--- config.mk ---
export PLATFORM = sky130hd
export DESIGN_NAME = srcd_top
export DESIGN_NICKNAME = d
export VERILOG_FILES = /design/src/hdl/srcd_pkg.sv /design/src/hdl/srcd_top.sv
export SDC_FILE = /design/constraint.sdc
export NUM_CORES = 1
export LEC_CHECK = 0
export ABC_CLOCK_PERIOD_IN_PS = 6400
export BUFFER_PORTS_ARGS = -buffer_cell sky130_fd_sc_hd__clkbuf_2
export CAP_MARGIN = 20
export CORE_MARGIN = 3
export CORE_UTILIZATION = 55
export DETAILED_ROUTE_END_ITERATION = 6
export PLACE_DENSITY = 0.74
export RECOVER_POWER = 100
export SLEW_MARGIN = 10
export SYNTH_ARGS = -nofsm -noshare
export SYNTH_HDL_FRONTEND = slang
export SYNTH_SLANG_ARGS = --single-unit
--- constraint.sdc ---
create_clock -name clk -period 6.4 [get_ports clk]
set_input_delay 1.28 -clock clk [delete_from_list [all_inputs] [get_ports clk]]
set_output_delay 1.28 -clock clk [all_outputs]
set_load 0.02 [all_outputs]
--- src/hdl/srcd_pkg.sv ---
/*
 * Shared constants and types for the SYSREF and channel divider register slice:
 * register offsets and indices, reset values, field positions, codes, the bus
 * carrier, the delay trim bundle and the block state.
 * Assumes one clock domain and a plain register port with 16-bit words.
 */
`default_nettype none

package srcd_pkg;

    localparam int ADDR_W = 7;
    localparam int DATA_W = 16;
    localparam int NUM_REGS = 9;
    localparam int TRIM_W = 6;
    localparam int RATE_W = 11;
    localparam int CNT_W = 4;
    localparam int RATIO_W = 8;
    localparam int PRE_W = 3;

    // printed offsets, used as the addresses on the port
    localparam logic [ADDR_W-1:0] OFS_CTRL = 7'h47;
    localparam logic [ADDR_W-1:0] OFS_RATE = 7'h48;
    localparam logic [ADDR_W-1:0] OFS_TRIM_A = 7'h49;
    localparam logic [ADDR_W-1:0] OFS_TRIM_B = 7'h4A;
    localparam logic [ADDR_W-1:0] OFS_OUTPUT_CHANNEL_DIVISOR = 7'h4B;
    localparam logic [ADDR_W-1:0] OFS_FIX_12 = 7'h4C;
    localparam logic [ADDR_W-1:0] OFS_FIX_0A = 7'h4D;
    localparam logic [ADDR_W-1:0] OFS_FIX_100 = 7'h4E;
    localparam logic [ADDR_W-1:0] OFS_FIX_0B = 7'h4F;

    localparam int IDX_CTRL = 0;
    localparam int IDX_RATE = 1;
    localparam int IDX_TRIM_A = 2;
    localparam int IDX_TRIM_B = 3;
    localparam int IDX_OUTPUT_CHANNEL_DIVISOR = 4;

    localparam logic [NUM_REGS-1:0][DATA_W-1:0] REG_RESET = {
        16'h0000, 16'h0064, 16'h0000, 16'h000C, 16'h0800,
        16'h0000, 16'h003F, 16'h0001, 16'h0080
    };

    // control word fields
    localparam int PRE_LO = 5;
    localparam int BURST_BIT = 4;
    localparam int EN_BIT = 3;
    localparam int REP_BIT = 2;
    // rate divisor field
    localparam int RATE_LO = 0;
    // trim and burst count fields
    localparam int TRIM_LO_POS = 0;
    localparam int TRIM_HI_POS = 6;
    localparam int CNT_LO = 12;
    // channel divider field
    localparam int OUTPUT_CHANNEL_DIVISOR_LO = 6;
    localparam int OUTPUT_CHANNEL_DIVISOR_W = 5;

    localparam logic [PRE_W-1:0] PRE_CODE_DIV2 = 3'h2;
    localparam logic [1:0] PRE_RATIO_2 = 2'h1;
    localparam logic [1:0] PRE_RATIO_4 = 2'h3;
    localparam logic [RATE_W-1:0] RATE_MIN = 11'h001;

    typedef enum {
        st_idle,
        st_run,
        st_burst
    } srcd_mode_t;

    typedef struct packed {
        logic [ADDR_W-1:0] addr;
        logic [DATA_W-1:0] wdata;
        logic wr;
        logic rd;
    } srcd_bus_req_t;

    typedef struct packed {
        logic [TRIM_W-1:0] trim_4;
        logic [TRIM_W-1:0] trim_3;
        logic [TRIM_W-1:0] trim_2;
        logic [TRIM_W-1:0] trim_1;
    } srcd_trim_t;

    typedef struct packed {
        logic [NUM_REGS-1:0][DATA_W-1:0] regs;
        logic [DATA_W-1:0] rdata;
        logic req_meta;
        logic req_sync;
        logic req_prev;
        logic [RATIO_W-1:0] ch_cnt;
        logic [1:0] pre_cnt;
        logic [RATE_W-1:0] rate_cnt;
        logic [CNT_W-1:0] left;
        srcd_mode_t mode;
        logic pulse;
        logic [RATIO_W-1:0] out_div;
    } srcd_state_t;

endpackage

`default_nettype wire

--- src/hdl/srcd_top.sv ---
/*
 * SYSREF generator configuration slice: nine 16-bit registers on a plain
 * register port, a Sref_burst_enable generator in master, burst and repeater
 * modes, the delay trim values and the decoded channel divide ratio.
 * Assumes the request pin is asynchronous to clk and that clk stands in
 * for the synthesizer output frequency feeding the dividers.
 */
`timescale 1ns/100ps
`default_nettype none

module srcd_top (
    input wire logic clk,
    input wire logic rstn,
    input wire srcd_pkg::srcd_bus_req_t bus_req,
    output logic [srcd_pkg::DATA_W-1:0] bus_rdata,
    input wire logic sref_request_pin,
    output logic sysref_out,
    output srcd_pkg::srcd_trim_t sref_delay_trim,
    output logic [srcd_pkg::RATIO_W-1:0] output_channel_divisor
);
    import srcd_pkg::*;

    srcd_state_t st;
    srcd_state_t next_st;

    function automatic logic [RATIO_W-1:0] output_channel_divisor_ratio(input logic [OUTPUT_CHANNEL_DIVISOR_W-1:0] code);
        logic [RATIO_W-1:0] r;
        r = 8'h00;
        case (code)
            5'h00: r = 8'h02;
            5'h01: r = 8'h04;
            5'h02: r = 8'h06;
            5'h03: r = 8'h08;
            5'h04: r = 8'h0C;
            5'h05: r = 8'h10;
            5'h06: r = 8'h18;
            5'h07: r = 8'h20;
            5'h08: r = 8'h30;
            5'h09: r = 8'h40;
            5'h0A: r = 8'h60;
            5'h0B: r = 8'h80;
            5'h0C: r = 8'hC0;
            default: r = 8'h00;
        endcase
        return r;
    endfunction

    function automatic logic reg_hit(input logic [ADDR_W-1:0] a);
        return (a >= OFS_CTRL) && (a <= OFS_FIX_0B);
    endfunction

    logic [DATA_W-1:0] ctrl_w;
    logic [DATA_W-1:0] rate_w;
    logic [DATA_W-1:0] trim_a_w;
    logic [DATA_W-1:0] trim_b_w;
    logic [DATA_W-1:0] output_channel_divisor_w;
    logic en;
    logic burst;
    logic rep;
    logic [PRE_W-1:0] pre_code;
    logic [1:0] pre_lim;
    logic [RATE_W-1:0] rate_div;
    logic [RATE_W-1:0] rate_lim;
    logic [CNT_W-1:0] burst_cnt;
    logic [RATIO_W-1:0] ch_ratio;
    logic rise;
    logic ch_tick;
    logic pre_tick;
    logic rate_tick;
    logic [3:0] widx;

    assign ctrl_w = st.regs[IDX_CTRL];
    assign rate_w = st.regs[IDX_RATE];
    assign trim_a_w = st.regs[IDX_TRIM_A];
    assign trim_b_w = st.regs[IDX_TRIM_B];
    assign output_channel_divisor_w = st.regs[IDX_OUTPUT_CHANNEL_DIVISOR];
    assign en = ctrl_w[EN_BIT];
    assign burst = ctrl_w[BURST_BIT];
    assign rep = ctrl_w[REP_BIT];
    assign pre_code = ctrl_w[PRE_LO +: PRE_W];
    assign rate_div = rate_w[RATE_LO +: RATE_W];
    assign burst_cnt = trim_b_w[CNT_LO +: CNT_W];
    assign ch_ratio = output_channel_divisor_ratio(output_channel_divisor_w[OUTPUT_CHANNEL_DIVISOR_LO +: OUTPUT_CHANNEL_DIVISOR_W]);
    assign widx = 4'(bus_req.addr - OFS_CTRL);

    always_comb begin
        next_st = st;
        rise = st.req_sync & ~st.req_prev;
        pre_lim = (pre_code == PRE_CODE_DIV2) ? PRE_RATIO_2 : PRE_RATIO_4;
        rate_lim = (rate_div == '0) ? RATE_MIN : rate_div;
        // at or past the limit, so a smaller divisor takes hold at once
        ch_tick = (ch_ratio != '0) && (st.ch_cnt >= 8'(ch_ratio - 8'h01));
        pre_tick = ch_tick && (st.pre_cnt >= pre_lim);
        rate_tick = pre_tick && (st.rate_cnt >= 11'(rate_lim - RATE_MIN));

        next_st.rdata = '0;
        if (bus_req.rd && reg_hit(bus_req.addr)) begin
            next_st.rdata = st.regs[widx];
        end
        if (bus_req.wr && reg_hit(bus_req.addr)) begin
            next_st.regs[widx] = bus_req.wdata;
        end

        next_st.req_meta = sref_request_pin;
        next_st.req_sync = st.req_meta;
        next_st.req_prev = st.req_sync;
        next_st.out_div = ch_ratio;
        next_st.pulse = 1'b0;

        if (!en) begin
            next_st.ch_cnt = '0;
            next_st.pre_cnt = '0;
            next_st.rate_cnt = '0;
        end else begin
            next_st.ch_cnt = ch_tick ? '0 : 8'(st.ch_cnt + 8'h01);
            if (ch_tick) begin
                next_st.pre_cnt = pre_tick ? '0 : 2'(st.pre_cnt + 2'h1);
            end
            if (pre_tick) begin
                next_st.rate_cnt = rate_tick ? '0 : 11'(st.rate_cnt + RATE_MIN);
            end
        end

        case (st.mode)
            st_idle: begin
                if (en && burst && rise && (burst_cnt != '0)) begin
                    next_st.mode = st_burst;
                    next_st.left = burst_cnt;
                end else if (en && !burst && !rep) begin
                    next_st.mode = st_run;
                end else if (en && !burst && rep && rise) begin
                    next_st.mode = st_burst;
                    next_st.left = 4'h1;
                end
            end
            st_run: begin
                if (!en || burst || rep) begin
                    next_st.mode = st_idle;
                end else if (rate_tick) begin
                    next_st.pulse = 1'b1;
                end
            end
            st_burst: begin
                if (rate_tick) begin
                    next_st.pulse = 1'b1;
                    next_st.left = 4'(st.left - 4'h1);
                    if (st.left == 4'h1) begin
                        next_st.mode = st_idle;
                    end
                end
            end
            default: begin
                next_st.mode = st_idle;
            end
        endcase

        // enable gates every pulse, new value included
        if (!next_st.regs[IDX_CTRL][EN_BIT]) begin
            next_st.mode = st_idle;
            next_st.pulse = 1'b0;
            next_st.left = '0;
        end
    end

    always_ff @(posedge clk or negedge rstn) begin
        if (!rstn) begin
            st.regs <= REG_RESET;
            st.rdata <= '0;
            st.req_meta <= 1'b0;
            st.req_sync <= 1'b0;
            st.req_prev <= 1'b0;
            st.ch_cnt <= '0;
            st.pre_cnt <= '0;
            st.rate_cnt <= '0;
            st.left <= '0;
            st.mode <= st_idle;
            st.pulse <= 1'b0;
            st.out_div <= 8'h02;
        end else begin
            st <= next_st;
        end
    end

    assign bus_rdata = st.rdata;
    assign sysref_out = st.pulse;
    assign output_channel_divisor = st.out_div;
    assign sref_delay_trim = '{
        trim_4: trim_b_w[TRIM_HI_POS +: TRIM_W],
        trim_3: trim_b_w[TRIM_LO_POS +: TRIM_W],
        trim_2: trim_a_w[TRIM_HI_POS +: TRIM_W],
        trim_1: trim_a_w[TRIM_LO_POS +: TRIM_W]
    };

endmodule // srcd_top

`default_nettype wire

# After elaboration in Yosys (flattened, before gate mapping)
# Memories as Yosys holds them, arrays and structs flattened.
# Index checks and enable logic that the tools add are counted.
# totals
regBits	229
mem_bits_ro	112
memories	1
# memory_table
name	words	word_bits	rd	rd_ports_with_merged_regs	wr	line	text
(no name shown)	16	7	1	0	0	srcd_top.sv:29	case (code)
# classes
addsub	7
magnitude_cmp	7
n_eq_ne	13
n_mux	29
bitwise_logic	2
n_reduce_logical	25
# ops
cell	count
144-bit bitwise mux	1
32-bit 2-to-1 mux	3
32-bit case mux with 3 select lines	1
37-bit 2-to-1 mux	2
36-bit 2-to-1 mux	2
16-bit binary-select mux with 4-bit select	1
16-bit demux with 4-bit select	1
16-bit 2-to-1 mux	3
11-bit 2-to-1 mux	3
32-bit by 1-bit equality test with 1-bit output, second input constant	1
32-bit by 2-bit equality test with 1-bit output, second input constant	1
32-bit zero test	1
21-bit 2-to-1 mux	1
8-bit 2-to-1 mux	2
1-bit logical AND	14
11-bit by 1-bit adder with 11-bit output, second input constant	1
11-bit >= comparator	1
11-bit zero test	1
11-bit by 1-bit subtractor with 11-bit output, second input constant	1
3-bit != test, second input constant	3
8-bit by 1-bit adder with 8-bit output, second input constant	1
8-bit >= comparator	1
4-bit 2-to-1 mux	2
4-bit != test, second input constant	2
25 further kinds	33

# Depth between registers and ports, before layout
# Gate-level depths: netlist of run 1.
# An unclocked memory read counts as a cell.
# depth
word_depth	11
mapped_depth	17
depth_no_buf	15

# Worst setup path before layout of run 1
# No wires, ideal clock.
# synth_timing
path_type	register to register
start	register st, in the netlist rate_w[6]
end	register st[42] (netlist bit)
arrival_ns	3.785
t_required_ns	6.278
slack_ns	2.493
path_stages_with_launch	16
synth_period_minus_slack_ns	3.907
cell_sequence	dfrtp_1 or4_1 nor3_1 a21oi_1 ha_1 nand2b_1 nor2_1 xnor2_1 ha_1 a21o_1 a221o_1 a221oi_1 and2_0 clkbuf_1 o311ai_0 o2111a_1
# synth_between
elab_chain_cells	7
# synth_rtl
element	line	text
start: declaration	srcd_top.sv:23	srcd_state_t st;
start signal: assignment	srcd_top.sv:180	st <= next_st;
11-bit zero test	srcd_top.sv:90	rate_lim = (rate_div == '0) ? RATE_MIN : rate_div;
11-bit 2-to-1 mux *	srcd_top.sv:90	
11-bit by 1-bit subtractor with 11-bit output *	srcd_top.sv:94	rate_tick = pre_tick && (st.rate_cnt >= 11'(rate_lim - RATE_MIN));
11-bit >= comparator *	srcd_top.sv:94	
1-bit logical AND *	srcd_top.sv:94	
3-bit != test (no line) *	n/a	
4-bit AND reduction (no line) *	n/a	
# Mark *: on every way between the ends. The rest lies on a longest branch, timed or not.
# A chain may end at the register's enable or synchronous reset.

==> results of run 1 <==
state kept, by name (all words and copies together) (netlist names):
| signal | cells |
|---|---|
| output_channel_divisor | 7 |
| bus_rdata | 16 |
| sysref_out | 1 |
| ctrl_w | 16 |
| trim_b_w | 16 |
| st | 92 |
| next_st | 2 |
| output_channel_divisor_w | 16 |
| rate_w | 16 |
| trim_a_w | 16 |
area by class of cell:
class	count	area, um^2
multi-input combinational	529	4663
inverter	19	71.32
timing repair buffer	85	376.6
sequential	198	4974
clock inverter	15	222.7
fill	1444	7128
clock buffer	17	425.4
tap	229	286.5
metal layers:
metal / routed length (um) / vias to the layer above
li1: - / 3019
met1: 10360 / 3380
met2: 10530 / 145
met3: 749 / 20
met4: 225 / 0
met5: 0 / -
logic make-up (layout without fill, tap and decap cells):
logic type / after synthesis / in the layout / share of synthesized area
adder cells (fa/ha/maj): 36 / 36 / 0.04399
multiplexers: 181 / 181 / 0.2337
flip-flops: 198 / 198 / 0.4858
AO/OA/AOI/OAI: 118 / 118 / 0.07332
AND/OR/NAND/NOR: 170 / 170 / 0.08762
buffers and inverters: 98 / 136 / 0.05560
other: 1 / 1 / 0.0003663
XOR/XNOR: 23 / 23 / 0.01967
critical path: stages:
cell and delay, ps:
clkbuf_2 440, clkbuf_1 1340, nand3_1 320, xnor2_1 240, clkbuf_1 590, a21oi_1 120
nor2_1 830, o21ai_0 230, a21oi_1 270
synth_stat cells, drive strengths merged, types with 3 or more instances:
cell type	n	area (um^2)
dfrtp	183	4579
mux2	144	1622
buf	62	434.2
nand2	53	198.9
a21oi	37	185.2
o21ai	37	185.2
ha	36	450.4
mux4	32	720.7
nor2	27	101.4
inv	19	71.32
clkbuf	17	63.81
nand3	17	85.08
dfstp	15	394.1
xor2	13	113.9
and3	10	62.56
xnor2	10	87.58
a211oi	9	67.56
nand2b	9	56.30
or3	9	61.31
nor3	8	40.04
a21o	5	37.54
mux2i	5	50.05
nand4	5	31.28
nor3b	5	37.54
nor4	5	37.53
nand3b	4	30.03
o22ai	4	25.02
nor4b	3	32.53
o31ai	3	36.28
or2	3	18.77
final timing paths:
path	startpoint	end	slack [ps]	cells after the start
min	next_st[67]$_DFF_PN0_	next_st[66]$_DFF_PN0_	350	0
min reg2reg	next_st[67]$_DFF_PN0_	next_st[66]$_DFF_PN0_	350	0
max in group asynchronous	rstn	st[217]$_DFFE_PN0P_	1430	2
max reg2reg	output_channel_divisor_w[6]$_DFFE_PN0P_	st[42]$_DFFE_PN0P_	1280	14
min in group asynchronous	rstn	st[58]$_DFF_PN0_	2520	1
max	bus_req[18]	bus_rdata[3]$_DFF_PN0_	1060	9
through the flow:
| stage | cell area (um^2) | util | worst slack, ps | hold slack, ps |
|---|---|---|---|---|
| detailed placement | 10500 | 0.5787 | 1774 | 340.2 |
| global placement | 10500 | 0.5787 | 1880 | 339.0 |
| floorplan | 10240 | - | 2493 | 331.2 |
| global route | 11020 | 0.6072 | 603.7 | 369.8 |
| CTS | 11150 | 0.6145 | 1760 | 356.7 |
| finish | 11020 | 0.6072 | 1064 | 352.1 |
power breakdown:
part | leakage [nW] | switching [mW] | internal [mW] | total [mW]
logic | 2.08 | 0.246 | 0.204 | 0.450
registers | 2.66 | 0.0720 | 1.34 | 1.41
clock network | 0.312 | 0.539 | 0.608 | 1.15
total | 5.05 | 0.857 | 2.15 | 3.01
==> out/metrics.cfg, run 1 <==
[detailed_routing]
vias=6564
drc_errors=0
ant_nets=0
first_iter_violations=392
viasPerCell=6.011
firstDrtPassIters=6
post_drt_wl_per_cell_um=20.02
routed_wl_mm=21.87

[min_path]
hold_class=flop to flop

[layout]
area_delta_synth_final_pct=7.625
instances_no_fill=1092
layout_commonest_cell=dfrtp_1
final_layout_size_suffix_gt1_frac=0.3013
num_antenna_cells=0
fin_nets=914
mostFrequentLayoutCells=dfrtp_1, mux2_2, nand2_1, clkbuf_1

[setup_path]
critPathRequiredTime_ps=6740
worstSetupPathType=input port to flop
crit_arrival_ps=5680
critPathLaunchType=input port
cp_max_fo=24
cp-end-kind=flop

[die]
die_h_um=142.4
pin_count=77
die_w_um=142.4
fp.coreArea_um2=18150
initial_core_util=0.5642
rows=49
die-area_um2=20290

[logic_synthesis]
ys_warn_count=0
synth_edf_count=0
synthFlopType=dfrtp_1
async_flop_share=1.000
ys_types=68
synthesis.area_um2=10240
syn-num-nets=889
syn_avg_cell_area_um2=12.41
ys_seq_area_frac=0.4858
syn_inst=825
ys_ff_latch=198

[clocking]
cts_sinks=198
cts_hold_buf=0
htree_levels=4
postCtsSetupBuffers=0
clkTransAtPathRegs_ps=80
clock_latency_ps=440
cts_tree=done
numCtsBuffers=17
cts_resized=0
max-clock-path-buffers=2
root_buffer=clkbuf_16

[run]
cap_violations=2

[grt]
top_usage_layer=met2
grt_pass1_wl_mm=35.05
grtUsageMet1=0.3184
met2_usage=0.3504
antenna_found_initial=0
grtUsageMet3=0.04469
grt_pass1_vias=6504
grt_max_degree=92
gr-usage-all-layers=0.2217
grt_overflow_total=0

[sta]
slew_violations=117
rsz0062_at_grt=no
fmax_ghz=0.1874
fin_crit_sh=0.8338
min_period_ps=5336
setup-violations-final=0
finClkSkew_ps=12.51
setup_tns_ps=0
slew_headroom=-1.758
final-hold-violation-count=0
tightest_slew_ps=4136

[outcome]
violations=capacitance limit, slew limit
status=finished, violations left

[power]
power_density_nw_per_um2=273.4
total_power_mw=3.012
power.leakage_nw=5.049
vdd_drop_max_uv=179.5

[placed_design]
dp_hpwl_mm=14.97
gp_congestion=0.8844
io_buffers=75
dp.cells=1060

Note: power is estimated with default switching activity, not from simulation.
==> run 2: changes to the inputs <==
ABC_CLOCK_PERIOD_IN_PS = 4600   (was 6400)
PLACE_DENSITY = 0.77   (was 0.74)
clock period = 4.6 ns   (was 6.4 ns; I/O delays follow)
==> run 2 against run 1 <==
The flow still finishes with violations (capacitance limit, slew limit). Utilization fell by 0.076 points. First-iteration DRC count rose by 34%. Critical endpoint is now st[220]$_DFFE_PN0P_. Power rose by 36%. Die area did not move. Register-to-register slack got worse by 880 ps. Critical path type unchanged. Non-clock buffer count rose by 3. Sequential share of layout area rose by 0.056 points. Count of clock-buffer cells in the layout rose by 3. Clock power rose by 30%.
==> out/metrics.cfg, run 2 (same netlist as run 1, synthesis figures left out) <==
[outcome]
status=finished, violations left  ; unchanged
violations=capacitance limit, slew limit  ; unchanged

[sta]
final-hold-violation-count=0  ; unchanged
min_period_ps=4317
setup-violations-final=0  ; unchanged
fmax_ghz=0.2317
slew_headroom=-1.019  ; was -1.758
fin_crit_sh=0.9384
rsz0062_at_grt=no  ; unchanged
slew_violations=139  ; was 117
finClkSkew_ps=9.542  ; was 12.51 ps
tightest_slew_ps=3029  ; was 4136 ps
setup_tns_ps=0  ; unchanged

[min_path]
hold_end=next_st[66]$_DFF_PN0_  ; unchanged
whs_path_depth=0  ; unchanged
hold_class=flop to flop  ; unchanged
hold_start=next_st[67]$_DFF_PN0_  ; unchanged

[grt]
grtUsageMet3=0.05141  ; was 0.04469
antenna_found_initial=0  ; unchanged
grt_overflow_total=0  ; unchanged
top_usage_layer=met2  ; unchanged
met2_usage=0.3739  ; was 0.3504
grt_pass1_wl_mm=37.00  ; was 35.05 mm
grt_pass1_vias=6852  ; was 6504
grtUsageMet1=0.3223  ; was 0.3184
grt_max_degree=123  ; was 92
gr-usage-all-layers=0.2332  ; was 0.2217

[run]
cap_violations=2  ; unchanged

[placed_design]
dp_hpwl_mm=15.37  ; was 14.97 mm
io_buffers=75  ; unchanged
gp_congestion=0.8329  ; was 0.8844

[clocking]
clock_latency_ps=440  ; about the same
clkTransAtPathRegs_ps=70  ; was 80 ps
postCtsSetupBuffers=0  ; unchanged
cts_resized=0  ; unchanged
root_buffer=clkbuf_16  ; unchanged
max-clock-path-buffers=2  ; unchanged
cts_tree=done  ; unchanged
numCtsBuffers=17  ; unchanged
cts_hold_buf=0  ; unchanged
cts_sinks=198  ; unchanged
htree_levels=4  ; unchanged

[setup_path]
path_cells=clkbuf_1 -> nand3_1 -> xnor2_1 -> nor3_1 -> mux2_2  ; was clkbuf_2 -> clkbuf_1 -> nand3_1 -> xnor2_1 -> clkbuf_1 -> a21oi_1 -> nor2_1 -> o21ai_0 -> a21oi_1
r2r-start=rate_w[6]$_DFFE_PN0P_  ; was output_channel_divisor_w[6]$_DFFE_PN0P_
r2r-end=st[48]$_DFFE_PN0P_  ; was st[42]$_DFFE_PN0P_
cp_max_fo=16  ; was 24
critical_path.max_stage_delay_ps=2160  ; was 1340 ps
rrSetupSlack_ps=400  ; was 1280 ps
crit_arrival_ps=4640  ; was 5680 ps
worstSetupPathType=input port to flop  ; unchanged
critPathLaunchType=input port  ; unchanged
critPathRequiredTime_ps=4920  ; was 6740 ps
reg2regPathDepth=14  ; unchanged
cp-end-kind=flop  ; unchanged
slowest_stage=nor3_1  ; was clkbuf_1

[die]
fp.coreArea_um2=18150  ; unchanged
die-area_um2=20290  ; unchanged
rows=49  ; unchanged
pin_count=77  ; unchanged
die_w_um=142.4  ; unchanged
initial_core_util=0.5642  ; unchanged
die_h_um=142.4  ; unchanged

[detailed_routing]
first_iter_violations=527  ; was 392
drc_errors=0  ; unchanged
post_drt_wl_per_cell_um=20.79  ; was 20.02 um
vias=6720  ; was 6564
firstDrtPassIters=6  ; unchanged
viasPerCell=6.137  ; was 6.011
routed_wl_mm=22.76  ; was 21.87 mm
ant_nets=0  ; unchanged

[power]
power_density_nw_per_um2=371.6  ; was 273.4 nW/um^2
vdd_drop_max_uv=276.8  ; was 179.5 uV
power.leakage_nw=5.043  ; was 5.049 nW

[layout]
layout_commonest_cell=dfrtp_1  ; unchanged
mostFrequentLayoutCells=dfrtp_1, mux2_2, clkbuf_1  ; was dfrtp_1, mux2_2, nand2_1, clkbuf_1
fin_nets=917  ; was 914
regMostFlops=st  ; unchanged
num_antenna_cells=0  ; unchanged
utilization=0.6065  ; was 0.6072
final_layout_size_suffix_gt1_frac=0.3025  ; was 0.3013
area_delta_synth_final_pct=7.492  ; was 7.625%
largest_reg_flops=92  ; unchanged

-- run 2: power breakdown --
part	internal, mW	leakage, nW	switching (mW)
registers	1.87	2.66	0.0999
clock network	0.784	0.281	0.703
logic	0.289	2.10	0.346
-- run 2: worst max path at each step --
| stage | cells after the start | to | start |
|---|---|---|---|
| global route | 14 | st[42]$_DFFE_PN0P_ | output_channel_divisor_w[6]$_DFFE_PN0P_ |
| floorplan | 15 | st[42]$_DFFE_PN0P_ | rate_w[6]$_DFFE_PN0P_ |
| finish | 5 | st[220]$_DFFE_PN0P_ | bus_req[18] |
| global placement | 14 | st[42]$_DFFE_PN0P_ | output_channel_divisor_w[6]$_DFFE_PN0P_ |
| detailed placement | 14 | st[42]$_DFFE_PN0P_ | output_channel_divisor_w[6]$_DFFE_PN0P_ |
| CTS | 14 | st[42]$_DFFE_PN0P_ | output_channel_divisor_w[6]$_DFFE_PN0P_ |
-- run 2: area by class of cell --
cell class              instances  area (um^2)
fillers                      1456         7142
flip-flops and latches        198         4974
multi-input cells             529         4668
clock buffers                  20        446.7
repair buffers                 88        415.4
well taps                     229        286.5
clock inverters                12        143.9
inverters                      19        71.32
-- run 2: through the flow --
step	setup slack, ps	hold WS (ps)	cell area (um^2)	total power [mW]	std cells
2_1_floorplan	692.8	331.2	10240	2.463	825
3_3_place_gp	500.9	336.5	10560	2.627	1063
3_5_place_dp	293.9	336.4	10560	2.652	1063
4_1_cts	270.6	352.4	11150	4.135	1095
5_1_grt	34.81	363.7	11010	4.288	1095
6_report	283.2	349.4	11010	4.090	1095
-- run 2: routing by layer --
metal	vias up	share of wire
met4	0	0.019
li1	3026	-
met5	-	0
met3	34	0.048
met1	3501	0.44
met2	159	0.50
-- run 2: critical path, delay by kind of cell --
family	cells	cell delay [ps]
and+or+nand+nor	2	2410
buffers and inverters	1	550
muxes	1	480
xor gates and xnor gates	1	260
==> run 3: changes to the inputs <==
CORE_MARGIN = 2   (was 3)
==> run 3 against run 2 <==
The run still ends with capacitance limit, slew limit left. Clock skew is 7.2 ps higher. Cell area down 0.16%. Utilization rose by 0.11 points. Register-to-register slack worse by 150 ps. Cell count rose by 0.37%.
==> out/metrics.cfg, run 3 (same netlist as run 1, synthesis figures left out) <==
[outcome]
status=finished, violations left  ; unchanged
violations=capacitance limit, slew limit  ; unchanged

[layout]
area_delta_synth_final_pct=7.320  ; was 7.492%
mostFrequentLayoutCells=dfrtp_1, mux2_2, clkbuf_1  ; unchanged
largest_reg_flops=92  ; unchanged
fillers=1421  ; was 1456
final_layout_size_suffix_gt1_frac=0.3061  ; was 0.3025
regMostFlops=st  ; unchanged
fin_area_um2=10990  ; was 11010 um^2
utilization=0.6075  ; was 0.6065
layout_commonest_cell=dfrtp_1  ; unchanged
fin_nets=920  ; was 917

[clocking]
cts_tree=done  ; unchanged
clkTransAtPathRegs_ps=70  ; about the same
htree_levels=4  ; unchanged
max-clock-path-buffers=2  ; unchanged
root_buffer=clkbuf_16  ; unchanged
postCtsSetupBuffers=0  ; unchanged
clock_latency_ps=440  ; about the same
cts_sinks=198  ; unchanged
numCtsBuffers=17  ; unchanged

[placed_design]
dp_slack_ps=360.8  ; was 293.9 ps
post_dp_cell_area_um2=10540  ; was 10560 um^2
dp_hpwl_mm=15.22  ; was 15.37 mm
gp_congestion=0.8254  ; was 0.8329
io_buffers=75  ; unchanged

[setup_path]
critPathLaunchType=flop  ; was input port
crit_arrival_ps=4670  ; was 4640 ps
crit_top_cell=a21oi_1
worstSetupPathType=flop to flop  ; was input port to flop
path_cells=or2b_1 -> o31ai_1 -> nor2_1 -> or3_1 -> nand2_1 -> a21oi_1 -> ha_1 -> a21oi_1 -> a21boi_0 -> a211oi_1 -> or2_1 -> buf_4 -> o311ai_0 -> o2111a_1  ; was clkbuf_1 -> nand3_1 -> xnor2_1 -> nor3_1 -> mux2_2
critPathBufInv=1  ; unchanged
slowest_stage=o31ai_1  ; was nor3_1
critPathRequiredTime_ps=4920  ; about the same
cp_max_fo=11  ; was 16
critical_path.max_stage_delay_ps=800  ; was 2160 ps
cp-end-kind=flop  ; unchanged
cpLargestDelayFamily=compound AO/OA/AOI/OAI gates  ; was simple AND/OR/NAND/NOR gates

[grt]
grt_max_degree=98  ; was 123
antenna_found_initial=1  ; was 0
grt_overflow_total=0  ; unchanged
grt_pass1_wl_mm=37.14  ; was 37.00 mm
gr-usage-all-layers=0.2430  ; was 0.2332
grt_pass1_vias=6766  ; was 6852

[die]
pin_count=77  ; unchanged
fp.coreArea_um2=18090  ; was 18150 um^2
rows=49  ; unchanged
initial_core_util=0.5661  ; was 0.5642
die-area_um2=19720  ; was 20290 um^2
die_h_um=140.4  ; was 142.4 um
die_w_um=140.4  ; was 142.4 um

[power]
vdd_drop_max_uv=260.6  ; was 276.8 uV
total_power_mw=4.046  ; was 4.090 mW
power.leakage_nw=5.037  ; was 5.043 nW
power_density_nw_per_um2=368.2  ; was 371.6 nW/um^2

[run]
cap_violations=2  ; unchanged

[sta]
fmax_ghz=0.2299  ; was 0.2317 GHz
slew_headroom=-0.6529  ; was -1.019
final-hold-violation-count=0  ; unchanged
fin_crit_sh=0.9456  ; was 0.9384
finClkSkew_ps=16.75  ; was 9.542 ps
min_period_ps=4350  ; was 4317 ps
rsz0062_at_grt=no  ; unchanged
slew_violations=129  ; was 139
setup-violations-final=0  ; unchanged
worst_slack_ps=250.1  ; was 283.2 ps
tightest_slew_ps=2479  ; was 3029 ps
setup_tns_ps=0  ; unchanged

[detailed_routing]
ant_nets=0  ; unchanged
firstDrtPassIters=6  ; unchanged
drc_errors=0  ; unchanged
first_iter_violations=486  ; was 527
routed_wl_mm=23.09  ; was 22.76 mm
vias=6794  ; was 6720
post_drt_wl_per_cell_um=21.01  ; was 20.79 um
viasPerCell=6.182  ; was 6.137

[min_path]
hold_class=flop to flop  ; unchanged

==> run 3: path summary, 6_finish.rpt <==
kind | cells past startpoint | from | slack, ps | endpoint
worst min-delay path | 0 | next_st[67]$_DFF_PN0_ | 350 | next_st[66]$_DFF_PN0_
worst max register to register | 14 | output_channel_divisor_w[9]$_DFFE_PN0P_ | 250 | st[42]$_DFFE_PN0P_
worst max-delay path | 14 | output_channel_divisor_w[9]$_DFFE_PN0P_ | 250 | st[42]$_DFFE_PN0P_
min in group asynchronous | 1 | rstn | 1220 | st[60]$_DFF_PN0_
max in group asynchronous | 2 | rstn | 970 | ctrl_w[13]$_DFFE_PN0P_
worst min register to register | 0 | next_st[67]$_DFF_PN0_ | 350 | next_st[66]$_DFF_PN0_
==> run 3: through the flow <==
stage / hold slack, ps / instances
final: 354.6 / 1099
after global routing: 368.7 / 1098
after CTS: 354.5 / 1097
after detailed placement: 339.7 / 1065
after global placement: 346.1 / 1065
after floorplan: 331.2 / 825
==> run 3: repair_timing <==
| item | 4_1_cts | 5_1_grt |
|---|---|---|
| resized for setup | 0 | 1 |
| setup endpoints to repair | 0 | 6 |
| hold buffers | 0 | 0 |
==> run 3: final cells by class <==
class                           count  area (um^2)  share of cell area
Sequential cell                   198         4974              0.4526
Multi-Input combinational cell    529         4684              0.4263
Clock buffer                       19        452.9             0.04122
Timing Repair Buffer               91        400.4             0.03644
Tap cell                          229        286.5             0.02608
Clock inverter                     13        116.4             0.01059
Inverter                           19        71.32            0.006491
Antenna cell                        1        2.502           0.0002277
==> run 3: layer usage <==
metal	up-vias	wire, um	track usage
met5	-	0	0
met4	0	720	0.09888
met3	59	1204	0.04103
met2	229	11230	0.3883
met1	3478	9928	0.3339
li1	3028	-	-
==> run 3: power breakdown <==
group	switching (mW)	total (mW)	leakage, nW	internal (mW)
clock network	0.697	1.44	0.277	0.739
registers	0.0999	1.97	2.66	1.87
logic	0.354	0.641	2.10	0.287
total	1.15	4.05	5.04	2.90
